==> config.mk <==
export PLATFORM = sky130hd
export DESIGN_NAME = packet_buffer_manager
export DESIGN_NICKNAME = d
export VERILOG_FILES = /design/src/buf_mgr_pkg.sv /design/src/pkt_fifo.sv /design/src/packet_buffer_manager.sv
export SDC_FILE = /design/constraint.sdc
export NUM_CORES = 2
export LEC_CHECK = 0
export ABC_CLOCK_PERIOD_IN_PS = 8600
export BUFFER_PORTS_ARGS = -buffer_cell sky130_fd_sc_hd__buf_2
export CELL_PAD_IN_SITES_DETAIL_PLACEMENT = 1
export CELL_PAD_IN_SITES_GLOBAL_PLACEMENT = 1
export CORE_UTILIZATION = 50
export DETAILED_ROUTE_END_ITERATION = 12
export PLACE_DENSITY_LB_ADDON = 0.1
export SYNTH_ARGS = -nofsm -noshare
export SYNTH_HDL_FRONTEND = slang
export SYNTH_SLANG_ARGS = --single-unit
==> constraint.sdc <==
create_clock -name clk_i -period 8.6 [get_ports clk_i]
set_input_delay 0 -clock clk_i [delete_from_list [all_inputs] [get_ports clk_i]]
set_output_delay 0 -clock clk_i [all_outputs]
set_load 0.005 [all_outputs]
==> src/buf_mgr_pkg.sv <==
package buf_mgr_pkg;
  localparam logic [15:0] ADDR_TX_SEL = 16'h7F52;
  localparam logic [15:0] ADDR_CMD = 16'h7F53;
  localparam logic [15:0] ADDR_ALLOCATION_DONE_IRQ_RESULT = 16'h7F54;
  localparam logic [15:0] ADDR_PKT_SEL = 16'h7F55;
  localparam logic [15:0] ADDR_FREE_PAGES = 16'h7F56;
  localparam logic [15:0] ADDR_DONE_TX = 16'h7F57;
  localparam logic [15:0] ADDR_RX_QUEUE = 16'h7F58;

  localparam int PAGE_COUNT = 32;
  localparam int PAGE_BYTES = 128;
  localparam int MAX_PAGES = 10;
  localparam int RX_DEPTH = 16;
  localparam int DONE_DEPTH = 16;
  localparam int TX_DEPTH = 5;
  localparam int EP_COUNT = 16;
  localparam logic [5:0] ALL_PAGES_FREE = 6'h20;
  localparam logic [3:0] MAX_PAGE_CODE = 4'h9;

  localparam int EMPTY_BIT = 7;
  localparam int FULL_BIT = 6;
  localparam int FAILED_BIT = 7;
  localparam int REFUSE_BIT = 7;
  localparam int CMD_LSB = 5;

  localparam logic [7:0] ALLOCATION_DONE_IRQ_RESULT_RESET = 8'h00;
  localparam logic [4:0] PKT_SEL_RESET = 5'h00;
  localparam logic [3:0] TX_SEL_RESET = 4'h0;
  localparam logic [7:0] DONE_TX_RESET = 8'h80;

  localparam logic [2:0] CMD_NOP = 3'h0;
  localparam logic [2:0] CMD_ALLOCATION_DONE_IRQ = 3'h1;
  localparam logic [2:0] CMD_RESET = 3'h2;
  localparam logic [2:0] CMD_RX_REMOVE = 3'h3;
  localparam logic [2:0] CMD_RX_RELEASE = 3'h4;
  localparam logic [2:0] CMD_RELEASE = 3'h5;
  localparam logic [2:0] CMD_ENQUEUE = 3'h6;
  localparam logic [2:0] CMD_TX_RESET = 3'h7;

  typedef enum logic {ST_IDLE, ST_ALLOCATION_DONE_IRQ} allocation_done_irq_state_t;

  typedef struct packed {
    logic allocation_done_irq_req;
    logic [3:0] allocation_done_irq_pages;
    logic release_req;
    logic [4:0] release_pkt;
    logic rx_done;
    logic [4:0] rx_pkt;
    logic rx_hdr_ok;
    logic rx_token_bad;
    logic tx_pop;
    logic [3:0] tx_ep;
    logic tx_done;
    logic [4:0] tx_done_pkt;
  } se_in_t;

  typedef struct packed {
    logic allocation_done_irq_ready;
    logic allocation_done_irq_done;
    logic [4:0] allocation_done_irq_pkt;
    logic nak_rx;
    logic rx_overrun;
    logic [4:0] tx_head;
    logic tx_empty;
  } se_out_t;
endpackage

==> src/pkt_fifo.sv <==
`timescale 1ns/10ps
`default_nettype none
module pkt_fifo
  import buf_mgr_pkg::*;
#(
  parameter int DEPTH = 16
) (
  input wire logic clk_i,
  input wire logic rst_i,
  input wire logic flush_i,
  input wire logic push_i,
  input wire logic [4:0] data_i,
  input wire logic pop_i,
  output logic [4:0] head_o,
  output logic empty_o,
  output logic full_o
);
  localparam int AW = $clog2(DEPTH);
  localparam int CW = $clog2(DEPTH + 1);
  localparam logic [AW-1:0] LAST = AW'(DEPTH - 1);
  localparam logic [CW-1:0] FULL_CNT = CW'(DEPTH);

  logic [4:0] mem_q [DEPTH];
  logic [AW-1:0] wr_q;
  logic [AW-1:0] rd_q;
  logic [CW-1:0] cnt_q;
  wire do_push = push_i && !full_o;
  wire do_pop = pop_i && !empty_o;

  assign empty_o = (cnt_q == '0);
  assign full_o = (cnt_q == FULL_CNT);
  // An empty queue reads as zero, so no unwritten entry leaks out as unknown
  assign head_o = empty_o ? 5'h00 : mem_q[rd_q];

  always_ff @(posedge clk_i) begin
    if (do_push && !flush_i) begin
      mem_q[wr_q] <= data_i;
    end
  end

  always_ff @(posedge clk_i or posedge rst_i) begin
    if (rst_i) begin
      wr_q <= '0;
      rd_q <= '0;
      cnt_q <= '0;
    end else if (flush_i) begin
      wr_q <= '0;
      rd_q <= '0;
      cnt_q <= '0;
    end else begin
      if (do_push) begin
        wr_q <= (wr_q == LAST) ? '0 : wr_q + 1'b1;
      end
      if (do_pop) begin
        rd_q <= (rd_q == LAST) ? '0 : rd_q + 1'b1;
      end
      if (do_push && !do_pop) begin
        cnt_q <= cnt_q + 1'b1;
      end else if (do_pop && !do_push) begin
        cnt_q <= cnt_q - 1'b1;
      end
    end
  end
endmodule
`default_nettype wire

==> src/packet_buffer_manager.sv <==
// Summary of operation
// - Command 000 does nothing at all.
// - Allocate reserves one to ten 128-byte pages for one packet.
// - Allocate sets the failed flag at once; it clears on completion.
// - Completed firmware allocation raises the allocation-done interrupt; serial engine allocations do not.
// - Short of pages, allocation waits and resumes whenever pages are released.
// - Command 010 frees all pages, clears interrupt, resets all queues.
// - Command 011 drops the receive queue head, pages kept.
// - Command 100 drops the receive queue head and frees its pages.
// - Command 101 frees every page of the selected packet.
// - Enqueue appends selected packet to selected endpoint; firmware selects first.
// - Transmit endpoint reset empties that queue, pages kept.
// - Codes 110 and 111 act on the 4-bit queue select endpoint.
// - Allocation result shows the packet number in bits 4:0.
// - Packet select holds a 5-bit packet number for the data window.
// - Refuse bit 7 NAKs receive and blocks serial engine allocation.
// - Free page register reports unallocated pages, 0 to 32.
// - Completed transmit packets enter a 16-deep completion FIFO.
// - Completion register: bit 7 empty, bit 6 full.
// - Received packet with written header enters receive number queue.
// - Receive register: bit 7 empty, bit 6 full; full refuses packets.
// - Queueing ignores checksum and PID; firmware checks the header.
// - Corrupted token discards the following payload.
`timescale 1ns/10ps
`default_nettype none
module packet_buffer_manager
  import buf_mgr_pkg::*;
(
  input wire logic clk_i,
  input wire logic rst_i,
  input wire logic [15:0] mcu_addr_i,
  input wire logic mcu_wr_i,
  input wire logic mcu_rd_i,
  input wire logic [7:0] mcu_wdata_i,
  output logic [7:0] mcu_rdata_o,
  output logic [4:0] window_pkt_o,
  output logic allocation_done_irq_o,
  output logic [2*EP_COUNT-1:0] tx_queue_flags_o,
  input wire se_in_t se_i,
  output se_out_t se_o
);
  logic [3:0] tx_sel_q;
  logic [4:0] pkt_sel_q;
  logic refuse_q;
  logic failed_q;
  logic [4:0] result_q;
  logic irq_q;
  logic [7:0] rdata_q;
  logic [PAGE_COUNT-1:0] used_q;
  logic [4:0] owner_q [PAGE_COUNT];
  allocation_done_irq_state_t state_q;
  logic for_mcu_q;
  logic first_q;
  logic [3:0] need_q;
  logic [4:0] pkt_q;
  logic se_done_q;
  logic [4:0] se_pkt_q;
  logic overrun_q;

  // Register decode
  wire wr_cmd = mcu_wr_i && (mcu_addr_i == ADDR_CMD);
  wire [2:0] cmd = mcu_wdata_i[7:CMD_LSB];
  wire [3:0] cmd_pages = mcu_wdata_i[3:0];
  wire wr_tx_sel = mcu_wr_i && (mcu_addr_i == ADDR_TX_SEL);
  wire wr_pkt_sel = mcu_wr_i && (mcu_addr_i == ADDR_PKT_SEL);
  wire wr_free = mcu_wr_i && (mcu_addr_i == ADDR_FREE_PAGES);
  wire rd_done = mcu_rd_i && (mcu_addr_i == ADDR_DONE_TX);
  wire cmd_reset = wr_cmd && (cmd == CMD_RESET);
  wire cmd_allocation_done_irq = wr_cmd && (cmd == CMD_ALLOCATION_DONE_IRQ);
  wire cmd_remove = wr_cmd && (cmd == CMD_RX_REMOVE);
  wire cmd_rx_rel = wr_cmd && (cmd == CMD_RX_RELEASE);
  wire cmd_release = wr_cmd && (cmd == CMD_RELEASE);
  wire cmd_enqueue = wr_cmd && (cmd == CMD_ENQUEUE);
  wire cmd_tx_reset = wr_cmd && (cmd == CMD_TX_RESET);

  // Receive number queue
  logic [4:0] rx_head;
  logic rx_empty;
  logic rx_full;
  wire rx_discard = se_i.rx_done && se_i.rx_token_bad;
  wire rx_push = se_i.rx_done && se_i.rx_hdr_ok && !se_i.rx_token_bad;
  wire rx_refused = rx_push && rx_full;
  wire rx_pop = (cmd_remove || cmd_rx_rel) && !rx_empty;

  pkt_fifo #(.DEPTH(RX_DEPTH)) u_rx_queue (
    .clk_i(clk_i),
    .rst_i(rst_i),
    .flush_i(cmd_reset),
    .push_i(rx_push),
    .data_i(se_i.rx_pkt),
    .pop_i(rx_pop),
    .head_o(rx_head),
    .empty_o(rx_empty),
    .full_o(rx_full)
  );

  // Transmit completion FIFO, popped by reading its data port
  logic [4:0] done_head;
  logic done_empty;
  logic done_full;

  pkt_fifo #(.DEPTH(DONE_DEPTH)) u_done_tx (
    .clk_i(clk_i),
    .rst_i(rst_i),
    .flush_i(cmd_reset),
    .push_i(se_i.tx_done),
    .data_i(se_i.tx_done_pkt),
    .pop_i(rd_done),
    .head_o(done_head),
    .empty_o(done_empty),
    .full_o(done_full)
  );

  // Per-endpoint transmit queues
  logic [4:0] tx_head [EP_COUNT];
  logic [EP_COUNT-1:0] tx_empty;

  for (genvar e = 0; e < EP_COUNT; e++) begin : g_tx
    wire sel_ep = (tx_sel_q == 4'(e));
    logic full_e;
    pkt_fifo #(.DEPTH(TX_DEPTH)) u_txq (
      .clk_i(clk_i),
      .rst_i(rst_i),
      .flush_i(cmd_reset || (cmd_tx_reset && sel_ep)),
      .push_i(cmd_enqueue && sel_ep),
      .data_i(pkt_sel_q),
      .pop_i(se_i.tx_pop && (se_i.tx_ep == 4'(e))),
      .head_o(tx_head[e]),
      .empty_o(tx_empty[e]),
      .full_o(full_e)
    );
    assign tx_queue_flags_o[2*e+1] = tx_empty[e];
    assign tx_queue_flags_o[2*e] = full_e;
  end

  // Page release: three sources may free packets in one cycle
  wire [4:0] cmd_rel_pkt = cmd_rx_rel ? rx_head : pkt_sel_q;
  wire cmd_rel = (cmd_rx_rel && !rx_empty) || cmd_release;
  wire se_rel = se_i.release_req;
  wire drop_rel = rx_discard || rx_refused;
  logic [PAGE_COUNT-1:0] rel_mask;

  for (genvar p = 0; p < PAGE_COUNT; p++) begin : g_rel
    assign rel_mask[p] = used_q[p] &&
      ((cmd_rel && owner_q[p] == cmd_rel_pkt) ||
       (se_rel && owner_q[p] == se_i.release_pkt) ||
       (drop_rel && owner_q[p] == se_i.rx_pkt));
  end

  // Lowest free page and free count
  logic [4:0] free_idx;
  logic have_free;
  logic [5:0] free_cnt;

  always_comb begin
    free_idx = '0;
    have_free = 1'b0;
    free_cnt = '0;
    for (int i = PAGE_COUNT - 1; i >= 0; i--) begin
      if (!used_q[i]) begin
        free_idx = 5'(i);
        have_free = 1'b1;
      end
    end
    for (int i = 0; i < PAGE_COUNT; i++) begin
      free_cnt = free_cnt + 6'(!used_q[i]);
    end
  end

  // Allocation engine: one page per cycle, stalls while no page is free
  wire se_take = (state_q == ST_IDLE) && !cmd_allocation_done_irq && !cmd_reset &&
                 se_i.allocation_done_irq_req && !refuse_q;
  wire grab = (state_q == ST_ALLOCATION_DONE_IRQ) && have_free;
  wire last_page = grab && (need_q == 4'h1);
  wire [4:0] grab_pkt = first_q ? free_idx : pkt_q;
  wire [3:0] req_code = cmd_allocation_done_irq ? cmd_pages : se_i.allocation_done_irq_pages;
  wire [3:0] req_pages = (req_code > MAX_PAGE_CODE) ? 4'(MAX_PAGES) : req_code + 4'h1;

  always_ff @(posedge clk_i or posedge rst_i) begin
    if (rst_i) begin
      state_q <= ST_IDLE;
      for_mcu_q <= 1'b0;
      first_q <= 1'b0;
      need_q <= '0;
      pkt_q <= '0;
    end else begin
      case (state_q)
        ST_IDLE: begin
          if (cmd_allocation_done_irq || se_take) begin
            state_q <= ST_ALLOCATION_DONE_IRQ;
            for_mcu_q <= cmd_allocation_done_irq;
            first_q <= 1'b1;
            need_q <= req_pages;
          end
        end
        ST_ALLOCATION_DONE_IRQ: begin
          if (cmd_reset) begin
            state_q <= ST_IDLE;
          end else if (grab) begin
            first_q <= 1'b0;
            pkt_q <= grab_pkt;
            need_q <= need_q - 4'h1;
            if (last_page) begin
              state_q <= ST_IDLE;
            end
          end
        end
        default: state_q <= ST_IDLE;
      endcase
    end
  end

  always_ff @(posedge clk_i) begin
    if (grab) begin
      owner_q[free_idx] <= grab_pkt;
    end
  end

  always_ff @(posedge clk_i or posedge rst_i) begin
    if (rst_i) begin
      used_q <= '0;
    end else if (cmd_reset) begin
      used_q <= '0;
    end else begin
      used_q <= (used_q & ~rel_mask) | ({{(PAGE_COUNT-1){1'b0}}, grab} << free_idx);
    end
  end

  // Result, interrupt and serial engine answers
  wire mcu_finish = last_page && for_mcu_q;

  always_ff @(posedge clk_i or posedge rst_i) begin
    if (rst_i) begin
      failed_q <= ALLOCATION_DONE_IRQ_RESULT_RESET[FAILED_BIT];
      result_q <= ALLOCATION_DONE_IRQ_RESULT_RESET[4:0];
      irq_q <= 1'b0;
      se_done_q <= 1'b0;
      se_pkt_q <= '0;
      overrun_q <= 1'b0;
    end else begin
      se_done_q <= last_page && !for_mcu_q && !cmd_reset;
      overrun_q <= rx_refused;
      if (last_page && !for_mcu_q) begin
        se_pkt_q <= grab_pkt;
      end
      if (cmd_reset) begin
        failed_q <= 1'b0;
        irq_q <= 1'b0;
      end else if (cmd_allocation_done_irq && state_q == ST_IDLE) begin
        failed_q <= 1'b1;
        irq_q <= 1'b0;
      end else if (mcu_finish) begin
        failed_q <= 1'b0;
        result_q <= grab_pkt;
        irq_q <= 1'b1;
      end
    end
  end

  // Firmware-written registers
  always_ff @(posedge clk_i or posedge rst_i) begin
    if (rst_i) begin
      tx_sel_q <= TX_SEL_RESET;
      pkt_sel_q <= PKT_SEL_RESET;
      refuse_q <= 1'b0;
    end else begin
      if (wr_tx_sel) begin
        tx_sel_q <= mcu_wdata_i[3:0];
      end
      if (wr_pkt_sel) begin
        pkt_sel_q <= mcu_wdata_i[4:0];
      end
      if (wr_free) begin
        refuse_q <= mcu_wdata_i[REFUSE_BIT];
      end
    end
  end

  // Read data is captured before any pop of the same access
  logic [7:0] rd_mux;

  always_comb begin
    case (mcu_addr_i)
      ADDR_TX_SEL: rd_mux = {4'h0, tx_sel_q};
      ADDR_ALLOCATION_DONE_IRQ_RESULT: rd_mux = {failed_q, 2'b00, result_q};
      ADDR_PKT_SEL: rd_mux = {3'b000, pkt_sel_q};
      ADDR_FREE_PAGES: rd_mux = {refuse_q, 1'b0, free_cnt};
      ADDR_DONE_TX: rd_mux = {done_empty, done_full, 1'b0, done_head};
      ADDR_RX_QUEUE: rd_mux = {rx_empty, rx_full, 1'b0, rx_head};
      default: rd_mux = 8'h00;
    endcase
  end

  always_ff @(posedge clk_i or posedge rst_i) begin
    if (rst_i) begin
      rdata_q <= 8'h00;
    end else if (mcu_rd_i) begin
      rdata_q <= rd_mux;
    end
  end

  assign mcu_rdata_o = rdata_q;
  assign window_pkt_o = pkt_sel_q;
  assign allocation_done_irq_o = irq_q;
  assign se_o.allocation_done_irq_ready = (state_q == ST_IDLE) && !refuse_q && !cmd_allocation_done_irq;
  assign se_o.allocation_done_irq_done = se_done_q;
  assign se_o.allocation_done_irq_pkt = se_pkt_q;
  assign se_o.nak_rx = refuse_q;
  assign se_o.rx_overrun = overrun_q;
  assign se_o.tx_head = tx_head[se_i.tx_ep];
  assign se_o.tx_empty = tx_empty[se_i.tx_ep];

  property p_nop;
    @(posedge clk_i) disable iff (rst_i)
    (wr_cmd && cmd == CMD_NOP && state_q == ST_IDLE && !se_i.release_req
     && !se_i.rx_done && !se_take) |=> $stable(used_q) && $stable(failed_q);
  endproperty
  a_nop: assert property (p_nop) else $error("no_operation changed state");

  property p_fail_set;
    @(posedge clk_i) disable iff (rst_i)
    (cmd_allocation_done_irq && state_q == ST_IDLE) |=> failed_q && state_q == ST_ALLOCATION_DONE_IRQ;
  endproperty
  a_fail_set: assert property (p_fail_set) else $error("failed flag not set");

  property p_done;
    @(posedge clk_i) disable iff (rst_i)
    (mcu_finish && !cmd_reset) |=> !failed_q && irq_q && result_q == $past(grab_pkt);
  endproperty
  a_done: assert property (p_done) else $error("completion not reported");

  property p_one_page;
    @(posedge clk_i) disable iff (rst_i)
    (cmd_allocation_done_irq && state_q == ST_IDLE && cmd_pages == 4'h0 && free_cnt != 6'h00
     && !se_i.rx_done && !se_i.release_req) ##1 (!cmd_reset && !cmd_rel
     && !se_i.release_req && !se_i.rx_done) |=> state_q == ST_IDLE
     && free_cnt == $past(free_cnt, 2) - 6'h01;
  endproperty
  a_one_page: assert property (p_one_page) else $error("single page allocation_done_irq wrong");

  property p_reset;
    @(posedge clk_i) disable iff (rst_i)
    cmd_reset |=> free_cnt == ALL_PAGES_FREE && rx_empty && done_empty && !irq_q;
  endproperty
  a_reset: assert property (p_reset) else $error("reset command incomplete");

  property p_release;
    @(posedge clk_i) disable iff (rst_i)
    (cmd_release && !cmd_reset) |=> (used_q & $past(rel_mask)) == '0;
  endproperty
  a_release: assert property (p_release) else $error("pages not released");

  property p_refuse;
    @(posedge clk_i) disable iff (rst_i)
    refuse_q |-> !se_o.allocation_done_irq_ready && !se_take && se_o.nak_rx;
  endproperty
  a_refuse: assert property (p_refuse) else $error("refuse bit ignored");

  property p_rx_push;
    @(posedge clk_i) disable iff (rst_i)
    (rx_push && !cmd_reset) |=> !rx_empty;
  endproperty
  a_rx_push: assert property (p_rx_push) else $error("rx packet not queued");

  property p_done_empty;
    @(posedge clk_i) disable iff (rst_i)
    (rd_done && done_empty) |=> mcu_rdata_o[EMPTY_BIT] && !mcu_rdata_o[FULL_BIT];
  endproperty
  a_done_empty: assert property (p_done_empty) else $error("empty flag wrong");

  property p_rx_read;
    @(posedge clk_i) disable iff (rst_i)
    (mcu_rd_i && !wr_cmd && !rx_push && !rx_empty) |=> $stable(rx_head) && !rx_empty;
  endproperty
  a_rx_read: assert property (p_rx_read) else $error("read altered rx queue");
endmodule
`default_nettype wire

==> results_dict.tcl <==
set metrics [dict create \
    status "finished, final reports clean" \
    rows 115 \
    finalCoreUtilization 0.559 \
    die_x_um 317 \
    final_area_um2 55000 \
    nFillCells 9953 \
    reg2reg_depth 18 \
    cts.sink_count 966 \
    synth_cell_types 95 \
    fin_tns_setup_ps 0 \
    clock_latency_ps 710 \
    place.port_buffers 118 \
    gp_congestion 0.943 \
    power.leakage_nw 20.8 \
    hold_viol 0 \
    post_cts_buffers 0 \
    avgSynthCellArea_um2 12.4 \
    crit_path_start_kind "flop" \
    finalSetupViolations 0 \
    pin_count 119 \
    fin_crit_sh 0.631 \
    drc_errors 0 \
    drtPass1Iterations 7 \
    grt_pass1_wl_mm 229 \
    grt_max_degree 87 \
    drive_gt1_frac 0.135 \
    power_density_nw_per_um2 273 \
    ir_worst_vdd_mv 0.423 \
    mostFrequentLayoutCells "edfxtp_1, nor2_1, nand2_1, xnor2_1, dfrtp_1" \
    mostFrequentLayoutCell "edfxtp_1" \
    crit_end "mcu_rdata_o[3]" \
    antenna_left 0 \
    crit_fanout 6 \
    ff2ff_setup_slack_ps 3180 \
    cts_hold_buf 39 \
    synth-edff-count 720 \
    hpwl_mm 104 \
    clk_path_buf_depth 3 \
    core_um2 98400 \
    area_delta_synth_final_pct 10.9 \
    place_area_um2 51200 \
    fp.dieArea_um2 101000 \
    routed_wl_mm 154 \
    period_needed_ps 5420 \
    holdWs_ps 21.8 \
    initial_core_util 0.504 \
    worstMarginPinSlew_ps 1400 \
    synth_nets 4197 \
    seq_area_frac_synth 0.560 \
    slew_headroom 0.0605 \
    die_h_um 317 \
    track_usage 0.310 \
    synthFlopType "edfxtp_1" \
    cts.htree.levels 3 \
    hp-class "in -> reg" \
    synth_warnings 0 \
    worst-setup-path-type "reg -> reg" \
    fin_skew_ps 31.7 \
    synthArstFlopShare 0.255 \
    vias_per_cell 6.21 \
    synthesis.area_um2 49600 \
    cts.repair.resized 0 \
    drt_iter0_markers 2915 \
    cts_buffers 104 \
    grt-ovfl-total 0 \
    reg2reg_from "used_q[10]" \
    cts_tree "yes" \
    cts_root_buf "clkbuf_16" \
    required_ps 9120 \
    synth_cells 3989 \
    startpoint "used_q[10]" \
    nets 4268 \
    antenna_found_initial 2 \
    grt_setup_unrepaired "no" \
    reg2reg_to "mcu_rdata_o[3]" \
    grt_pass1_vias 35300 \
    wl_per_cell_um 28.3 \
    ys_ff_latch 966 \
    clkTransAtPathRegs_ps 70 \
    vias 33800 \
    arrival_ps 5950 \
    cp-end-kind "flop" \
    fin_total_pwr_mw 15.0 \
    report.final.slew_viol_count 0 \
    maxCapViolCount 0 \
    max_freq_ghz 0.184 \
]
[routing by layer]
layer | part of all wire | global-route usage | up-vias
li1 | - | - | 14800
met1 | 0.42 | 0.411 | 17400
met2 | 0.48 | 0.514 | 1190
met3 | 0.060 | 0.0510 | 343
met4 | 0.040 | 0.119 | 2
met5 | 0.000084 | 0 | -
[worst min path at each step]
stage,cells past startpoint,end,from,slack [ps]
final,5,u_rx_queue.wr_q[0],se_i[11],20
after global routing,5,u_rx_queue.wr_q[0],se_i[11],30
after CTS,6,mcu_rdata_o[4],mcu_addr_i[9],7
after detailed placement,2,mcu_rdata_o[7],rst_i,160
after global placement,2,mcu_rdata_o[7],rst_i,170
after floorplan,0,u_done_tx.mem_q[0][0],se_i[0],100
[cells in the mapped netlist, drive strengths merged, types with 8 or more instances]
master	instances	share of area
inv	204	0.015
nor3	109	0.011
xor2	222	0.039
buf	122	0.014
ha	108	0.027
o211ai	9	0.0014
nor2b	21	0.0026
edfxtp	720	0.44
o221ai	14	0.0025
o21a	11	0.0017
a21o	16	0.0024
nor4	92	0.012
nand2	244	0.018
mux2	22	0.0050
nand4	54	0.0068
mux4	125	0.057
o31ai	18	0.0027
mux2i	142	0.029
nand2b	29	0.0037
a31o	9	0.0016
fa	42	0.017
and4	19	0.0034
a21oi	164	0.017
clkbuf	127	0.0096
xnor2	244	0.043
a2111oi	15	0.0028
a211oi	28	0.0042
or2	10	0.0013
a41oi	22	0.0039
nor2	294	0.022
o22ai	65	0.0082
or3	29	0.0038
and3	24	0.0030
or3b	8	0.0015
o311ai	8	0.0014
dfrtp	246	0.12
nand3	81	0.0084
o21ai	141	0.015
and2	9	0.0011
a31oi	24	0.0030
[critical path, cell delays in order (launching register included)]
cell	delay [ps]
dfrtp_1	470
fa_1	560
inv_1	50
fa_1	400
fa_1	560
inv_1	60
fa_1	480
fa_1	530
fa_1	570
inv_1	80
ha_1	300
a21o_1	160
a21oi_1	220
xor2_1	190
o22ai_1	100
nand2_1	70
o21ai_0	80
a221oi_1	240
o22ai_1	100
[sequential cells by signal, summed over array words and instances, names as in the netlist, 8 cells and up]
signal and count:
u_done_tx.mem_q 80, g_tx.u_txq.cnt_q 48, owner_q 160, mcu_rdata_o 8
used_q 32, u_rx_queue.mem_q 80, g_tx.u_txq.mem_q 400, g_tx.u_txq.rd_q 48
g_tx.u_txq.wr_q 48
[cell families (layout without fill, tap and decap cells)]
kind of cell | Yosys count | count (layout) | share of synthesized area
flops | 966 | 966 | 0.560
buf+inv | 456 | 618 | 0.0388
mux | 289 | 289 | 0.0903
simple gates | 1053 | 1053 | 0.105
compound gates | 609 | 609 | 0.0798
xor+xnor | 466 | 466 | 0.0822
other cells | 0 | 1 | 0
fa+ha+maj | 150 | 150 | 0.0442
[cell type report]
class | instances | area [um2] | share of cell area
Antenna cell | 1 | 2.50 | 0.0000455
Inverter | 207 | 785 | 0.0143
Multi-Input combinational cell | 2567 | 20000 | 0.364
Timing Repair Buffer | 214 | 1410 | 0.0256
Tap cell | 1287 | 1610 | 0.0293
Clock buffer | 136 | 2830 | 0.0515
Sequential cell | 966 | 27800 | 0.505
Clock inverter | 61 | 576 | 0.0105
[power by group]
part           internal (mW)  switching [mW]  leakage [nW]
Clock                   2.57            1.93          1.67
Sequential              5.55           0.677          10.7
Combinational           1.75            2.54          8.42
[metrics by stage]
stage          setup slack [ps]  cells
2_1_floorplan              1840   3989
6_report                   3180   5439
4_1_cts                    3190   5438
5_1_grt                    2890   5438
3_5_place_dp               3240   5202
3_3_place_gp               3330   5202
Power figures use the tool's default switching activity.
